File: config.mk
export PLATFORM = sky130hd
export DESIGN_NAME = frx_regbank
export DESIGN_NICKNAME = d
export VERILOG_FILES = /design/src/hdl/frx_pkg.sv /design/src/hdl/frx_regbank.sv
export VERILOG_INCLUDE_DIRS = /design/src /design/src/hdl
export SDC_FILE = /design/constraint.sdc
export NUM_CORES = 2
export LEC_CHECK = 0
export BUFFER_PORTS_ARGS = -buffer_cell sky130_fd_sc_hd__buf_2
export CORE_AREA = 5 5 394 396
export DETAILED_ROUTE_END_ITERATION = 16
export DIE_AREA = 0 0 399 401
export PLACE_DENSITY_LB_ADDON = 0.25
export SYNTH_ARGS = -nofsm -noshare
export SYNTH_HDL_FRONTEND = slang
export SYNTH_SLANG_ARGS = --single-unit
File: constraint.sdc
create_clock -name clk_sys -period 90.3 [get_ports clk_sys]
set_input_delay 4.515 -clock clk_sys [delete_from_list [all_inputs] [get_ports clk_sys]]
set_output_delay 4.515 -clock clk_sys [all_outputs]
set_load 0.01 [all_outputs]
File: src/hdl/frx_regs.svh
`ifndef FRX_REGS_SVH
`define FRX_REGS_SVH

// =====================================================================
// Field positions of the exception vectors (cause, flag, enable).
`define FRX_EXC_I 0
`define FRX_EXC_U 1
`define FRX_EXC_O 2
`define FRX_EXC_Z 3
`define FRX_EXC_V 4
`define FRX_EXC_E 5

// =====================================================================
// Rounding selections.
`define FRX_RND_NEAREST 2'h0
`define FRX_RND_ZERO 2'h1

// =====================================================================
// Reset values.
`define FRX_XFER_RESET 32'h00000000
`define FRX_FREG_RESET 32'h00000000

// =====================================================================
// Default results, single and double precision.
`define FRX_QNAN_S 32'h7FBFFFFF
`define FRX_QNAN_D 64'h7FF7FFFFFFFFFFFF
`define FRX_INF_S 31'h7F800000
`define FRX_INF_D 63'h7FF0000000000000
`define FRX_MAX_S 31'h7F7FFFFF
`define FRX_MAX_D 63'h7FEFFFFFFFFFFFFF

`endif

File: src/hdl/frx_pkg.sv
package frx_pkg;

    typedef enum logic [1:0]
    {
        FRX_ST_IDLE = 2'h0,
        FRX_ST_EXEC = 2'h1,
        FRX_ST_WB = 2'h3,
        FRX_ST_TRAP = 2'h2
    } frx_state_t;

    typedef enum logic [2:0]
    {
        FRX_OP_NONE = 3'h0,
        FRX_OP_ARITH = 3'h1,
        FRX_OP_DIV = 3'h2,
        FRX_OP_RSQRT = 3'h3,
        FRX_OP_XFORM = 3'h4,
        FRX_OP_INNER = 3'h5,
        FRX_OP_MOVE = 3'h6
    } frx_op_t;

    typedef enum logic [1:0]
    {
        FRX_DIS_NONE = 2'h0,
        FRX_DIS_GENERAL = 2'h1,
        FRX_DIS_SLOT = 2'h2
    } frx_disable_t;

endpackage

File: src/hdl/frx_regbank.sv
`timescale 1ns/10ps
`include "frx_regs.svh"

// Summary of operation
// - Thirty-two physical 32-bit registers in bank 0 and bank 1.
// - Single views use bank 0 when bank select is 0, else bank 1.
// - Alternate single views use the bank not chosen for single views.
// - Eight double views pair single views, even index high word.
// - Four vector views group single views from index 0, 4, 8, 12.
// - Eight alternate double views pair alternate single views.
// - All sixteen alternate single views form one 4x4 matrix.
// - Transfer word carries all CPU data; load writes, store reads.
// - Rounding happens once, on the final result only.
// - Rounding select 00 is nearest, 01 is toward zero.
// - Nearest mode breaks ties toward an even least bit.
// - Nearest mode gives signed infinity at or above the overflow bound.
// - Toward-zero truncates and saturates at largest magnitude with sign.
// - Any issued instruction with unit disable set raises slot or general disable, moves included; transfer word loads and stores raise none.
// - Six sources detected; inexact also on overflow or underflow.
// - Six cause bits, flags and enables only for five; error unmaskable.
// - Causes rewritten every instruction; flags are sticky on occurrence.
// - Denormal input with flush off always traps.
// - Invalid enable traps on transforms and invalids; divide enable on zero.
// - Overflow, underflow, inexact enables trap on any possible producer.
// - One common exception event; destination unchanged when trapping.
// - Untrapped invalid gives quiet NaN; divide by zero gives signed infinity.
// - Untrapped overflow gives signed max in zero mode, infinity in nearest.
// - Untrapped underflow gives signed denormal or zero, zero when flushing.
module frx_regbank
    import frx_pkg::*;
(
    input wire logic clk_sys,
    input wire logic nrst,
    input wire logic issue,
    input wire frx_op_t op_kind,
    input wire logic in_delay_slot,
    input wire logic unit_disable_bit,
    input wire logic bank_select_bit,
    input wire logic [1:0] rounding_select,
    input wire logic denormal_flush,
    input wire logic [4:0] enable_bits,
    input wire logic [5:0] flag_clear,
    input wire logic is_double,
    input wire logic [4:0] src_reg,
    input wire logic [3:0] dst_reg,
    input wire logic src_denormal,
    input wire logic src_invalid,
    input wire logic divisor_zero,
    input wire logic can_overflow,
    input wire logic can_underflow,
    input wire logic can_inexact,
    input wire logic res_sign,
    input wire logic [63:0] res_trunc,
    input wire logic res_guard,
    input wire logic res_sticky,
    input wire logic res_overflow,
    input wire logic res_tiny,
    input wire logic load_system_reg_op,
    input wire logic store_system_reg_op,
    input wire logic [31:0] cpu_wdata,
    input wire logic mov_to_transfer,
    input wire logic mov_from_transfer,
    output logic [31:0] cpu_rdata,
    output logic [31:0] single_view_rdata,
    output logic [31:0] alt_bank_single_view_rdata,
    output logic [63:0] double_pair_view_rdata,
    output logic [63:0] alt_bank_double_view_rdata,
    output logic [127:0] quad_vector_view_rdata,
    output logic [511:0] alt_bank_matrix,
    output logic busy,
    output logic done,
    output logic fpu_exception,
    output frx_disable_t disable_exc,
    output logic [5:0] cause_r,
    output logic [4:0] flag_r
);

    // =================================================================
    // Reset synchroniser.
    logic rst_meta_r;
    logic rst_n_r;

    always_ff @(posedge clk_sys or negedge nrst)
    begin
        if (!nrst)
        begin
            rst_meta_r <= 1'b0;
            rst_n_r <= 1'b0;
        end
        else
        begin
            rst_meta_r <= 1'b1;
            rst_n_r <= rst_meta_r;
        end
    end

    // =================================================================
    // Physical storage and view mapping.
    logic [31:0] phys_r [2][16];
    logic [31:0] fr_view [16];
    logic [31:0] xf_view [16];
    logic [31:0] cpu_fpu_transfer_word_r;

    genvar gi;
    generate
        for (gi = 0; gi < 16; gi++)
        begin : g_view
            assign fr_view[gi] = phys_r[bank_select_bit][gi];
            assign xf_view[gi] = phys_r[~bank_select_bit][gi];
            assign alt_bank_matrix[(gi*32)+:32] = xf_view[gi];
        end
    endgenerate

    always_comb
    begin
        single_view_rdata = fr_view[src_reg[3:0]];
        alt_bank_single_view_rdata = xf_view[src_reg[3:0]];
        double_pair_view_rdata = {fr_view[{src_reg[3:1], 1'b0}],
            fr_view[{src_reg[3:1], 1'b1}]};
        alt_bank_double_view_rdata = {xf_view[{src_reg[3:1], 1'b0}],
            xf_view[{src_reg[3:1], 1'b1}]};
        quad_vector_view_rdata = {fr_view[{src_reg[3:2], 2'h0}],
            fr_view[{src_reg[3:2], 2'h1}], fr_view[{src_reg[3:2], 2'h2}],
            fr_view[{src_reg[3:2], 2'h3}]};
    end

    // =================================================================
    // Exception source evaluation.
    logic rounded;
    logic exc_e;
    logic exc_v;
    logic exc_z;
    logic exc_o;
    logic exc_u;
    logic exc_i;
    logic [5:0] occur;
    logic trap;
    logic dz_op;
    logic ovf_carry;

    always_comb
    begin
        dz_op = (op_kind == FRX_OP_DIV) || (op_kind == FRX_OP_RSQRT);
        rounded = res_guard | res_sticky;
        exc_e = src_denormal & ~denormal_flush;
        exc_v = src_invalid;
        exc_z = dz_op & divisor_zero;
        // A round-up carry out of the largest finite magnitude overflows as well.
        ovf_carry = (rounding_select == `FRX_RND_NEAREST) & res_guard
            & (res_sticky | res_trunc[0])
            & (is_double ? (res_trunc[62:0] == `FRX_MAX_D) : (res_trunc[30:0] == `FRX_MAX_S));
        exc_o = res_overflow | ovf_carry;
        exc_u = res_tiny & rounded;
        exc_i = exc_o | exc_u | rounded;
        occur = 6'h00;
        occur[`FRX_EXC_E] = exc_e;
        occur[`FRX_EXC_V] = exc_v;
        occur[`FRX_EXC_Z] = exc_z;
        occur[`FRX_EXC_O] = exc_o;
        occur[`FRX_EXC_U] = exc_u;
        occur[`FRX_EXC_I] = exc_i;
        trap = exc_e
            | (enable_bits[`FRX_EXC_V] & ((op_kind == FRX_OP_XFORM) | exc_v))
            | (enable_bits[`FRX_EXC_Z] & exc_z)
            | (enable_bits[`FRX_EXC_O] & can_overflow)
            | (enable_bits[`FRX_EXC_U] & can_underflow)
            | (enable_bits[`FRX_EXC_I] & can_inexact);
    end

    // =================================================================
    // Rounding and default results.
    logic [63:0] rounded_mag;
    logic [63:0] result;
    logic round_up;

    always_comb
    begin
        round_up = 1'b0;
        if (rounding_select == `FRX_RND_NEAREST)
            round_up = res_guard & (res_sticky | res_trunc[0]);
        rounded_mag = res_trunc + {63'h0, round_up};
        if (is_double)
        begin
            result = {res_sign, rounded_mag[62:0]};
            if (exc_v)
                result = `FRX_QNAN_D;
            else if (exc_z)
                result = {res_sign, `FRX_INF_D};
            else if (exc_o && rounding_select == `FRX_RND_ZERO)
                result = {res_sign, `FRX_MAX_D};
            else if (exc_o)
                result = {res_sign, `FRX_INF_D};
            else if (exc_u && denormal_flush)
                result = {res_sign, 63'h0};
        end
        else
        begin
            result = {32'h0, res_sign, rounded_mag[30:0]};
            if (exc_v)
                result = {32'h0, `FRX_QNAN_S};
            else if (exc_z)
                result = {32'h0, res_sign, `FRX_INF_S};
            else if (exc_o && rounding_select == `FRX_RND_ZERO)
                result = {32'h0, res_sign, `FRX_MAX_S};
            else if (exc_o)
                result = {32'h0, res_sign, `FRX_INF_S};
            else if (exc_u && denormal_flush)
                result = {32'h0, res_sign, 31'h0};
        end
    end

    // =================================================================
    // Instruction sequencing.
    frx_state_t state_r;
    logic [63:0] result_r;
    logic trap_r;
    logic [5:0] occur_r;
    logic [3:0] dst_r;
    logic dbl_r;
    logic bank_r;

    always_ff @(posedge clk_sys or negedge rst_n_r)
    begin
        if (!rst_n_r)
        begin
            state_r <= FRX_ST_IDLE;
            result_r <= 64'h0;
            trap_r <= 1'b0;
            occur_r <= 6'h00;
            dst_r <= 4'h0;
            dbl_r <= 1'b0;
            bank_r <= 1'b0;
        end
        else
        begin
            unique case (state_r)
                FRX_ST_IDLE:
                begin
                    if (issue && !unit_disable_bit && op_kind != FRX_OP_NONE)
                        state_r <= FRX_ST_EXEC;
                end
                FRX_ST_EXEC:
                begin
                    result_r <= (op_kind == FRX_OP_MOVE)
                        ? {32'h0, cpu_fpu_transfer_word_r} : result;
                    trap_r <= (op_kind != FRX_OP_MOVE) & trap;
                    occur_r <= (op_kind == FRX_OP_MOVE) ? 6'h00 : occur;
                    dst_r <= dst_reg;
                    dbl_r <= is_double & (op_kind != FRX_OP_MOVE);
                    bank_r <= bank_select_bit;
                    state_r <= ((op_kind != FRX_OP_MOVE) & trap) ? FRX_ST_TRAP : FRX_ST_WB;
                end
                FRX_ST_WB: state_r <= FRX_ST_IDLE;
                FRX_ST_TRAP: state_r <= FRX_ST_IDLE;
            endcase
        end
    end

    assign busy = (state_r != FRX_ST_IDLE);
    assign done = (state_r == FRX_ST_WB) || (state_r == FRX_ST_TRAP);
    assign fpu_exception = (state_r == FRX_ST_TRAP) && trap_r;

    // Writeback skips the destination entirely when the trap path is taken.
    always_ff @(posedge clk_sys or negedge rst_n_r)
    begin
        if (!rst_n_r)
        begin
            for (int b = 0; b < 2; b++)
                for (int r = 0; r < 16; r++)
                    phys_r[b][r] <= `FRX_FREG_RESET;
        end
        else if (state_r == FRX_ST_WB)
        begin
            if (dbl_r)
            begin
                phys_r[bank_r][{dst_r[3:1], 1'b0}] <= result_r[63:32];
                phys_r[bank_r][{dst_r[3:1], 1'b1}] <= result_r[31:0];
            end
            else
                phys_r[bank_r][dst_r] <= result_r[31:0];
        end
    end

    // =================================================================
    // Cause and sticky flags.
    always_ff @(posedge clk_sys or negedge rst_n_r)
    begin
        if (!rst_n_r)
        begin
            cause_r <= 6'h00;
            flag_r <= 5'h00;
        end
        else
        begin
            if (state_r == FRX_ST_WB || state_r == FRX_ST_TRAP)
                cause_r <= occur_r;
            // Set wins over a simultaneous software clear.
            flag_r <= (flag_r & ~flag_clear[4:0])
                | (done ? occur_r[4:0] : 5'h00);
        end
    end

    // =================================================================
    // Disable exception and transfer word.
    always_ff @(posedge clk_sys or negedge rst_n_r)
    begin
        if (!rst_n_r)
            disable_exc <= FRX_DIS_NONE;
        else if (issue && unit_disable_bit && state_r == FRX_ST_IDLE)
            disable_exc <= in_delay_slot ? FRX_DIS_SLOT : FRX_DIS_GENERAL;
        else
            disable_exc <= FRX_DIS_NONE;
    end

    always_ff @(posedge clk_sys or negedge rst_n_r)
    begin
        if (!rst_n_r)
            cpu_fpu_transfer_word_r <= `FRX_XFER_RESET;
        else if (load_system_reg_op)
            cpu_fpu_transfer_word_r <= cpu_wdata;
        else if (mov_to_transfer && !unit_disable_bit)
            cpu_fpu_transfer_word_r <= single_view_rdata;
    end

    always_ff @(posedge clk_sys or negedge rst_n_r)
    begin
        if (!rst_n_r)
            cpu_rdata <= 32'h0;
        else if (store_system_reg_op)
            cpu_rdata <= cpu_fpu_transfer_word_r;
    end

    // =================================================================
    // Assertions.
    property p_trap_keeps_dest;
        @(posedge clk_sys) disable iff (!rst_n_r)
        (state_r == FRX_ST_TRAP) |=> $stable(phys_r[bank_r][dst_r]);
    endproperty
    a_trap_keeps_dest: assert property (p_trap_keeps_dest)
        else $error("Destination changed on trap.");

    property p_err_traps;
        @(posedge clk_sys) disable iff (!rst_n_r)
        (state_r == FRX_ST_EXEC && op_kind != FRX_OP_MOVE && exc_e) |=> fpu_exception;
    endproperty
    a_err_traps: assert property (p_err_traps)
        else $error("Denormal input did not trap.");

    property p_disable_variant;
        @(posedge clk_sys) disable iff (!rst_n_r)
        (issue && unit_disable_bit && state_r == FRX_ST_IDLE)
            |=> disable_exc == ($past(in_delay_slot) ? FRX_DIS_SLOT : FRX_DIS_GENERAL);
    endproperty
    a_disable_variant: assert property (p_disable_variant)
        else $error("Wrong disable exception variant.");

    property p_flag_sticky;
        @(posedge clk_sys) disable iff (!rst_n_r)
        (flag_clear == 6'h00) |=> ((flag_r & $past(flag_r)) == $past(flag_r));
    endproperty
    a_flag_sticky: assert property (p_flag_sticky)
        else $error("Sticky flag lost.");

    property p_cause_follows;
        @(posedge clk_sys) disable iff (!rst_n_r)
        done |=> cause_r == $past(occur_r);
    endproperty
    a_cause_follows: assert property (p_cause_follows)
        else $error("Cause bits not rewritten.");

    property p_xfer_load;
        @(posedge clk_sys) disable iff (!rst_n_r)
        load_system_reg_op ##1 store_system_reg_op |=> cpu_rdata == $past(cpu_wdata, 2);
    endproperty
    a_xfer_load: assert property (p_xfer_load)
        else $error("Transfer word round trip failed.");

    property p_xform_traps;
        @(posedge clk_sys) disable iff (!rst_n_r)
        (state_r == FRX_ST_EXEC && op_kind == FRX_OP_XFORM && enable_bits[`FRX_EXC_V])
            |=> fpu_exception;
    endproperty
    a_xform_traps: assert property (p_xform_traps)
        else $error("Transform with invalid enable did not trap.");

    property p_exec_two_cycles;
        @(posedge clk_sys) disable iff (!rst_n_r)
        (state_r == FRX_ST_EXEC) |=> done ##1 !busy;
    endproperty
    a_exec_two_cycles: assert property (p_exec_two_cycles)
        else $error("Instruction sequence length wrong.");

endmodule

After elaboration in Yosys (flattened, before gate mapping)

Index checks and enable logic that the tools add are counted.

Add/sub/neg operators: 1
Order comparisons: 17
Eq/ne operators: 12
Mux-type cells: 75
Bitwise operators: 43
Reductions and logical operators: 21

Operators by type and width:

| kind                 | number |
|---|---|
| $mux 512             | 9 |
| $bwmux 1024          | 3 |
| $demux 512 s1        | 3 |
| $bmux 32 s4          | 10 |
| $mux 1024            | 1 |
| $mux 32              | 26 |
| $demux 32 s4         | 3 |
| $mux 63              | 4 |
| $mux 64              | 3 |
| $mux 31              | 4 |
| $add 63x1->63        | 1 |
| $eq 63x63->1 const B | 1 |
| $ge 5x5->1 const B   | 10 |
| $not 4->5            | 10 |
| $eq 31x31->1 const B | 1 |
| $lt 5x1->1 const B   | 3 |
| $and 1x1->1          | 14 |
| $logic_and 1x1->1    | 12 |
| $or 1x1->1           | 11 |
| $eq 3x2->1 const B   | 2 |
| $eq 3x3->1 const B   | 2 |
| $ge 2x2->1 const B   | 3 |
| $mux 2               | 3 |
| $mux 6               | 1 |
| other kinds (19)     | 29 |

Flip-flop bits (word level): 1182
Output and inout bits: 880
Logic and storage cells: 215

Depth between registers and ports, before layout

Depth after elaboration: 11
Depth in mapped cells: 10

Least setup slack after synthesis

OpenSTA, ideal clock, no wires.

Path type: input to output
From: input bank_select_bit
To: output alt_bank_single_view_rdata[10]
Data arrival time: 6.951 ns
Data required time: 85.785 ns
Slack: 78.834 ns
Stages on the path: 8
Buffers on the path: 4
Path through: buf_2 > buf_2 > buf_1 > clkbuf_1 > mux2_2 > mux2_2 > mux4_2 > mux2_2

Word-level cells in the longest chain between the ends: 8

Ends and longest elaborated chain:

| item                                        | line               | source |
|---|---|---|
| start, declared                             | frx_regbank.sv:38  | `input wire logic bank_select_bit,` |
| $not 1->1                                   | frx_regbank.sv:109 | `assign xf_view[gi] = phys_r[~bank_select_bit][gi];` |
| $not 1->2                                   | frx_regbank.sv:109 |  |
| $mux 512 (implied by the code) (3 in a row) | frx_regbank.sv:109 |  |
| named net alt_bank_matrix[458]              | frx_regbank.sv:69  | `output logic [511:0] alt_bank_matrix,` |
| $bmux 32 s4                                 | frx_regbank.sv:117 | `alt_bank_single_view_rdata = xf_view[src_reg[3:0]];` |
| $mux 32 (implied by the code) (2 in a row)  | frx_regbank.sv:117 |  |
| end, declared                               | frx_regbank.sv:65  | `output logic [31:0] alt_bank_single_view_rdata,` |

The timed path passes the listed nets, and every way through them passes these cells. The select of a mux whose other input is x is not followed.

Final worst setup path

From: input bank_select_bit
To: output alt_bank_single_view_rdata[23]

Word-level cells in the longest chain between the ends: 8

Ends and longest elaborated chain:

| item                                        | line |
|---|---|
| $not 1->1                                   | frx_regbank.sv:109 |
| $not 1->2                                   | frx_regbank.sv:109 |
| $mux 512 (implied by the code) (3 in a row) | frx_regbank.sv:109 |
| $bmux 32 s4                                 | frx_regbank.sv:117 |
| $mux 32 (implied by the code) (2 in a row)  | frx_regbank.sv:117 |

Every way passes these cells. The select of a mux whose other input is x is not followed.

==> metrics.txt <==
fillers=around 12000; worst-margin pin slew=1310 ps; syn_area_per_cell=between 10 and 15 um^2; Routed WL=324 mm; CTS tree=done; cts hold-fix bufs=0; share of layout cells above drive strength 1=between 50% and 60%; unrepaired setup endpoints after global routing=false; Critical Path Fanout Max=between 100 and 150; placed instance area=0.0815 mm^2; gr usage total=around two fifths; Max-cap violations=0; Resize count post-CTS=0; DRC viols=0; initial antenna violation count=between 40 and 50; CP endpoint kind=primary output; core area=between 0.15 and 0.2 mm^2; Max clock buf depth=3; Post-CTS Setup Bufs=0; synthesized area=approximately 0.075 mm^2; Setup TNS=0 ps; Max Fclk=66.1 MHz; sequential share of the synthesized area=~40%; hold path cells=0; Synth warnings=0; Pwr Total=between 2 and 3 mW; R2R Setup Slk=85020 ps; Worst Slack Setup Final=~75000 ps; Top FF cell, synth=dfrtp_1; clock latency on the worst-skew pair=about 800 ps; Layout area overhead=15.2%; LEAKAGE=between 30 and 40 nW; status=finished, final reports clean; Worst Path Arrival=between 10000 and 15000 ps; crit path time final=15140 ps; post-synthesis cell count=between 5000 and 6000; Hold Violations, Final=0; Worst VDD drop=between 0.000015 and 0.00002 V; final hold slack=roughly 350 ps; Worst Clk Skew=39.6 ps; CTS sink cnt=between 1000 and 1500; reg2reg end=phys_r[357]$_DFFE_PN0P_; pwr dens=31.2 mW/mm^2; Final Wtd Congestion=between 0.9 and 1; critical path startpoint category=primary input; WL/cell=around 37 um; Core Rows=around 140; critical path type=in2out; max_slew headroom=12.9%; crit path from=bank_select_bit; Pre-antenna DRT Iters=5; Vias/cell=approximately 6.8; pin count of the biggest net entering global routing=between 150 and 200; Setup Viol. Count Final=0; Distinct cells, synth=62; input/output buffers=1019; Mapped Nets=between 5000 and 6000; Final Cell Area=between 0.08 and 0.09 mm^2; pre-CTS setup slack=75070 ps; EDFF count, synth=0; Initial Util=49.5%; Setup crit end=alt_bank_single_view_rdata[23]; hpwl dp=239 mm; worst path required time=between 80000 and 90000 ps; R2R depth=5; # IOs=~1000; Hold WC Path Type=reg2reg; Final Max Tran Viols=0; asr flop ratio synth=between 90% and 100%; clock root buffer master=clkbuf_16; Via Count=58800; Final ANT Viol Nets=0; Reg-to-Reg Start=rst_n_r$_DFF_PN0_; total die area=roughly 0.16 mm^2; first-pass GRT wire length=450 mm; flops & latches, synth=roughly 1200; CTS clk-pin slew, worst paths=around 60 ps; CTS Buf Count=135; Final period util=roughly 17%; Nets=6633; drt first-iter violations=around 8000; grt ovf=0; vias in the first global route=approximately 56000; height of the die=between 400 and 500 um; Die W=~400 um; H-tree Lvls=4
registers in the layout, summed over array words and instances, names as in the netlist, 2 cells and up:
register                 flops
phys_r                    1024
dst_r                        4
disable_exc                  2
cpu_fpu_transfer_word_r     32
cpu_rdata                   32
state_r                      2
result_r                    64
flag_r                       5
occur_r                      6
cause_r                      6
critical path: stages:
cell	delay, ps
buf_12	510
buf_4	850
buf_4	830
buf_4	900
buf_4	940
mux2_2	470
mux2_2	370
mux4_2	490
mux2_2	270
buf_2	160
worst min path at each step:
stage / from / endpoint / slack [ps]
2_1_floorplan: rst_meta_r$_DFF_PN0_ / rst_n_r$_DFF_PN0_ / 330
5_1_grt: rst_meta_r$_DFF_PN0_ / rst_n_r$_DFF_PN0_ / 370
3_3_place_gp: rst_meta_r$_DFF_PN0_ / rst_n_r$_DFF_PN0_ / 340
6_report: rst_meta_r$_DFF_PN0_ / rst_n_r$_DFF_PN0_ / 350
3_5_place_dp: rst_meta_r$_DFF_PN0_ / rst_n_r$_DFF_PN0_ / 350
4_1_cts: rst_meta_r$_DFF_PN0_ / rst_n_r$_DFF_PN0_ / 360
where the power goes:
part	switching [mW]	total, mW	internal (mW)	leakage [nW]
Combinational	0.699	1.21	0.511	21.8
Sequential	0.205	0.902	0.698	15.8
Clock	0.239	0.577	0.338	2.27
Total	1.14	2.69	1.55	39.9
cells in the final DEF (no fill, tap or decap), types with 33 or more instances in the layout:
| cell | instances |
|---|---|
| a21oi_1 | 515 |
| buf_2 | 1014 |
| buf_4 | 95 |
| clkbuf_16 | 138 |
| clkbuf_8 | 33 |
| dfrtp_1 | 1181 |
| mux2_2 | 1506 |
| mux4_2 | 768 |
| nand2_1 | 175 |
| nor2_1 | 542 |
| nor3_1 | 56 |
| o21ai_0 | 115 |
| xnor2_1 | 33 |
kinds of logic (layout without fill, tap and decap cells):
group                    count (synthesis)  after routing  share of synthesized area [%]
AND/OR/NAND/NOR                        923            923                           5.16
AO/OA/AOI/OAI                          729            729                           5.22
XOR/XNOR                                59             59                          0.691
flip-flops                            1182           1182                           39.5
multiplexers                          2306           2306                           46.2
adder cells (fa/ha/maj)                  2              2                         0.0334
other                                    1             26                        0.00501
buffers and inverters                  581           1391                           3.13
metal layers:
layer	GRT usage [%]	routed length [um]	vias to the layer above
met4	16.4	16300	22
li1	-	-	23500
met2	54.8	136000	3610
met1	55.2	125000	31100
met3	17.2	46500	567
met5	0	152	-
metrics by stage:
step,util [%],std cells
after global placement,53.9,8380
after detailed placement,53.9,8380
final,57.0,8648
after floorplan,-,5783
after CTS,56.9,8623
after global routing,56.9,8629
layout make-up:
| cell class | count | area [um^2] | share of cell area (%) |
|---|---|---|---|
| well taps | 2030 | 2540 | 2.95 |
| clock inverters | 41 | 603 | 0.700 |
| multi-input cells | 4020 | 43200 | 50.2 |
| inverters | 25 | 93.8 | 0.109 |
| clock buffers | 202 | 4010 | 4.66 |
| diodes | 25 | 62.6 | 0.0726 |
| flip-flops and latches | 1182 | 29600 | 34.3 |
| repair buffers | 1123 | 6050 | 7.02 |
synth_stat cells, types with 3 or more instances:
cell type / count / area, um^2
or2_2: 6 / 37.5
inv_1: 24 / 90.1
mux2i_1: 32 / 320
mux2_2: 1506 / 17000
nand4b_1: 3 / 26.3
clkbuf_8: 7 / 96.3
nor3b_1: 4 / 30.0
nand2b_1: 6 / 37.5
or3_1: 5 / 31.3
o21ai_0: 115 / 576
nand3_1: 33 / 165
nand2_1: 176 / 661
nand3b_1: 4 / 30.0
buf_2: 29 / 145
clkbuf_1: 452 / 1700
o211ai_1: 25 / 188
nor2_1: 571 / 2140
o221ai_1: 6 / 52.6
a41oi_1: 4 / 35.0
xor2_1: 26 / 228
a21oi_1: 515 / 2580
xnor2_1: 33 / 289
nor3_1: 56 / 280
mux4_2: 768 / 17300
a22oi_1: 36 / 270
buf_1: 63 / 236
dfrtp_1: 1182 / 29600
and3_1: 5 / 31.3
nor4_1: 14 / 87.6
o22ai_1: 6 / 37.5
and2_1: 3 / 18.8
nor2b_1: 5 / 31.3
o31ai_1: 3 / 22.5
o21ai_1: 4 / 20.0
nand4_1: 18 / 113
Power figures use the tool's default switching activity.
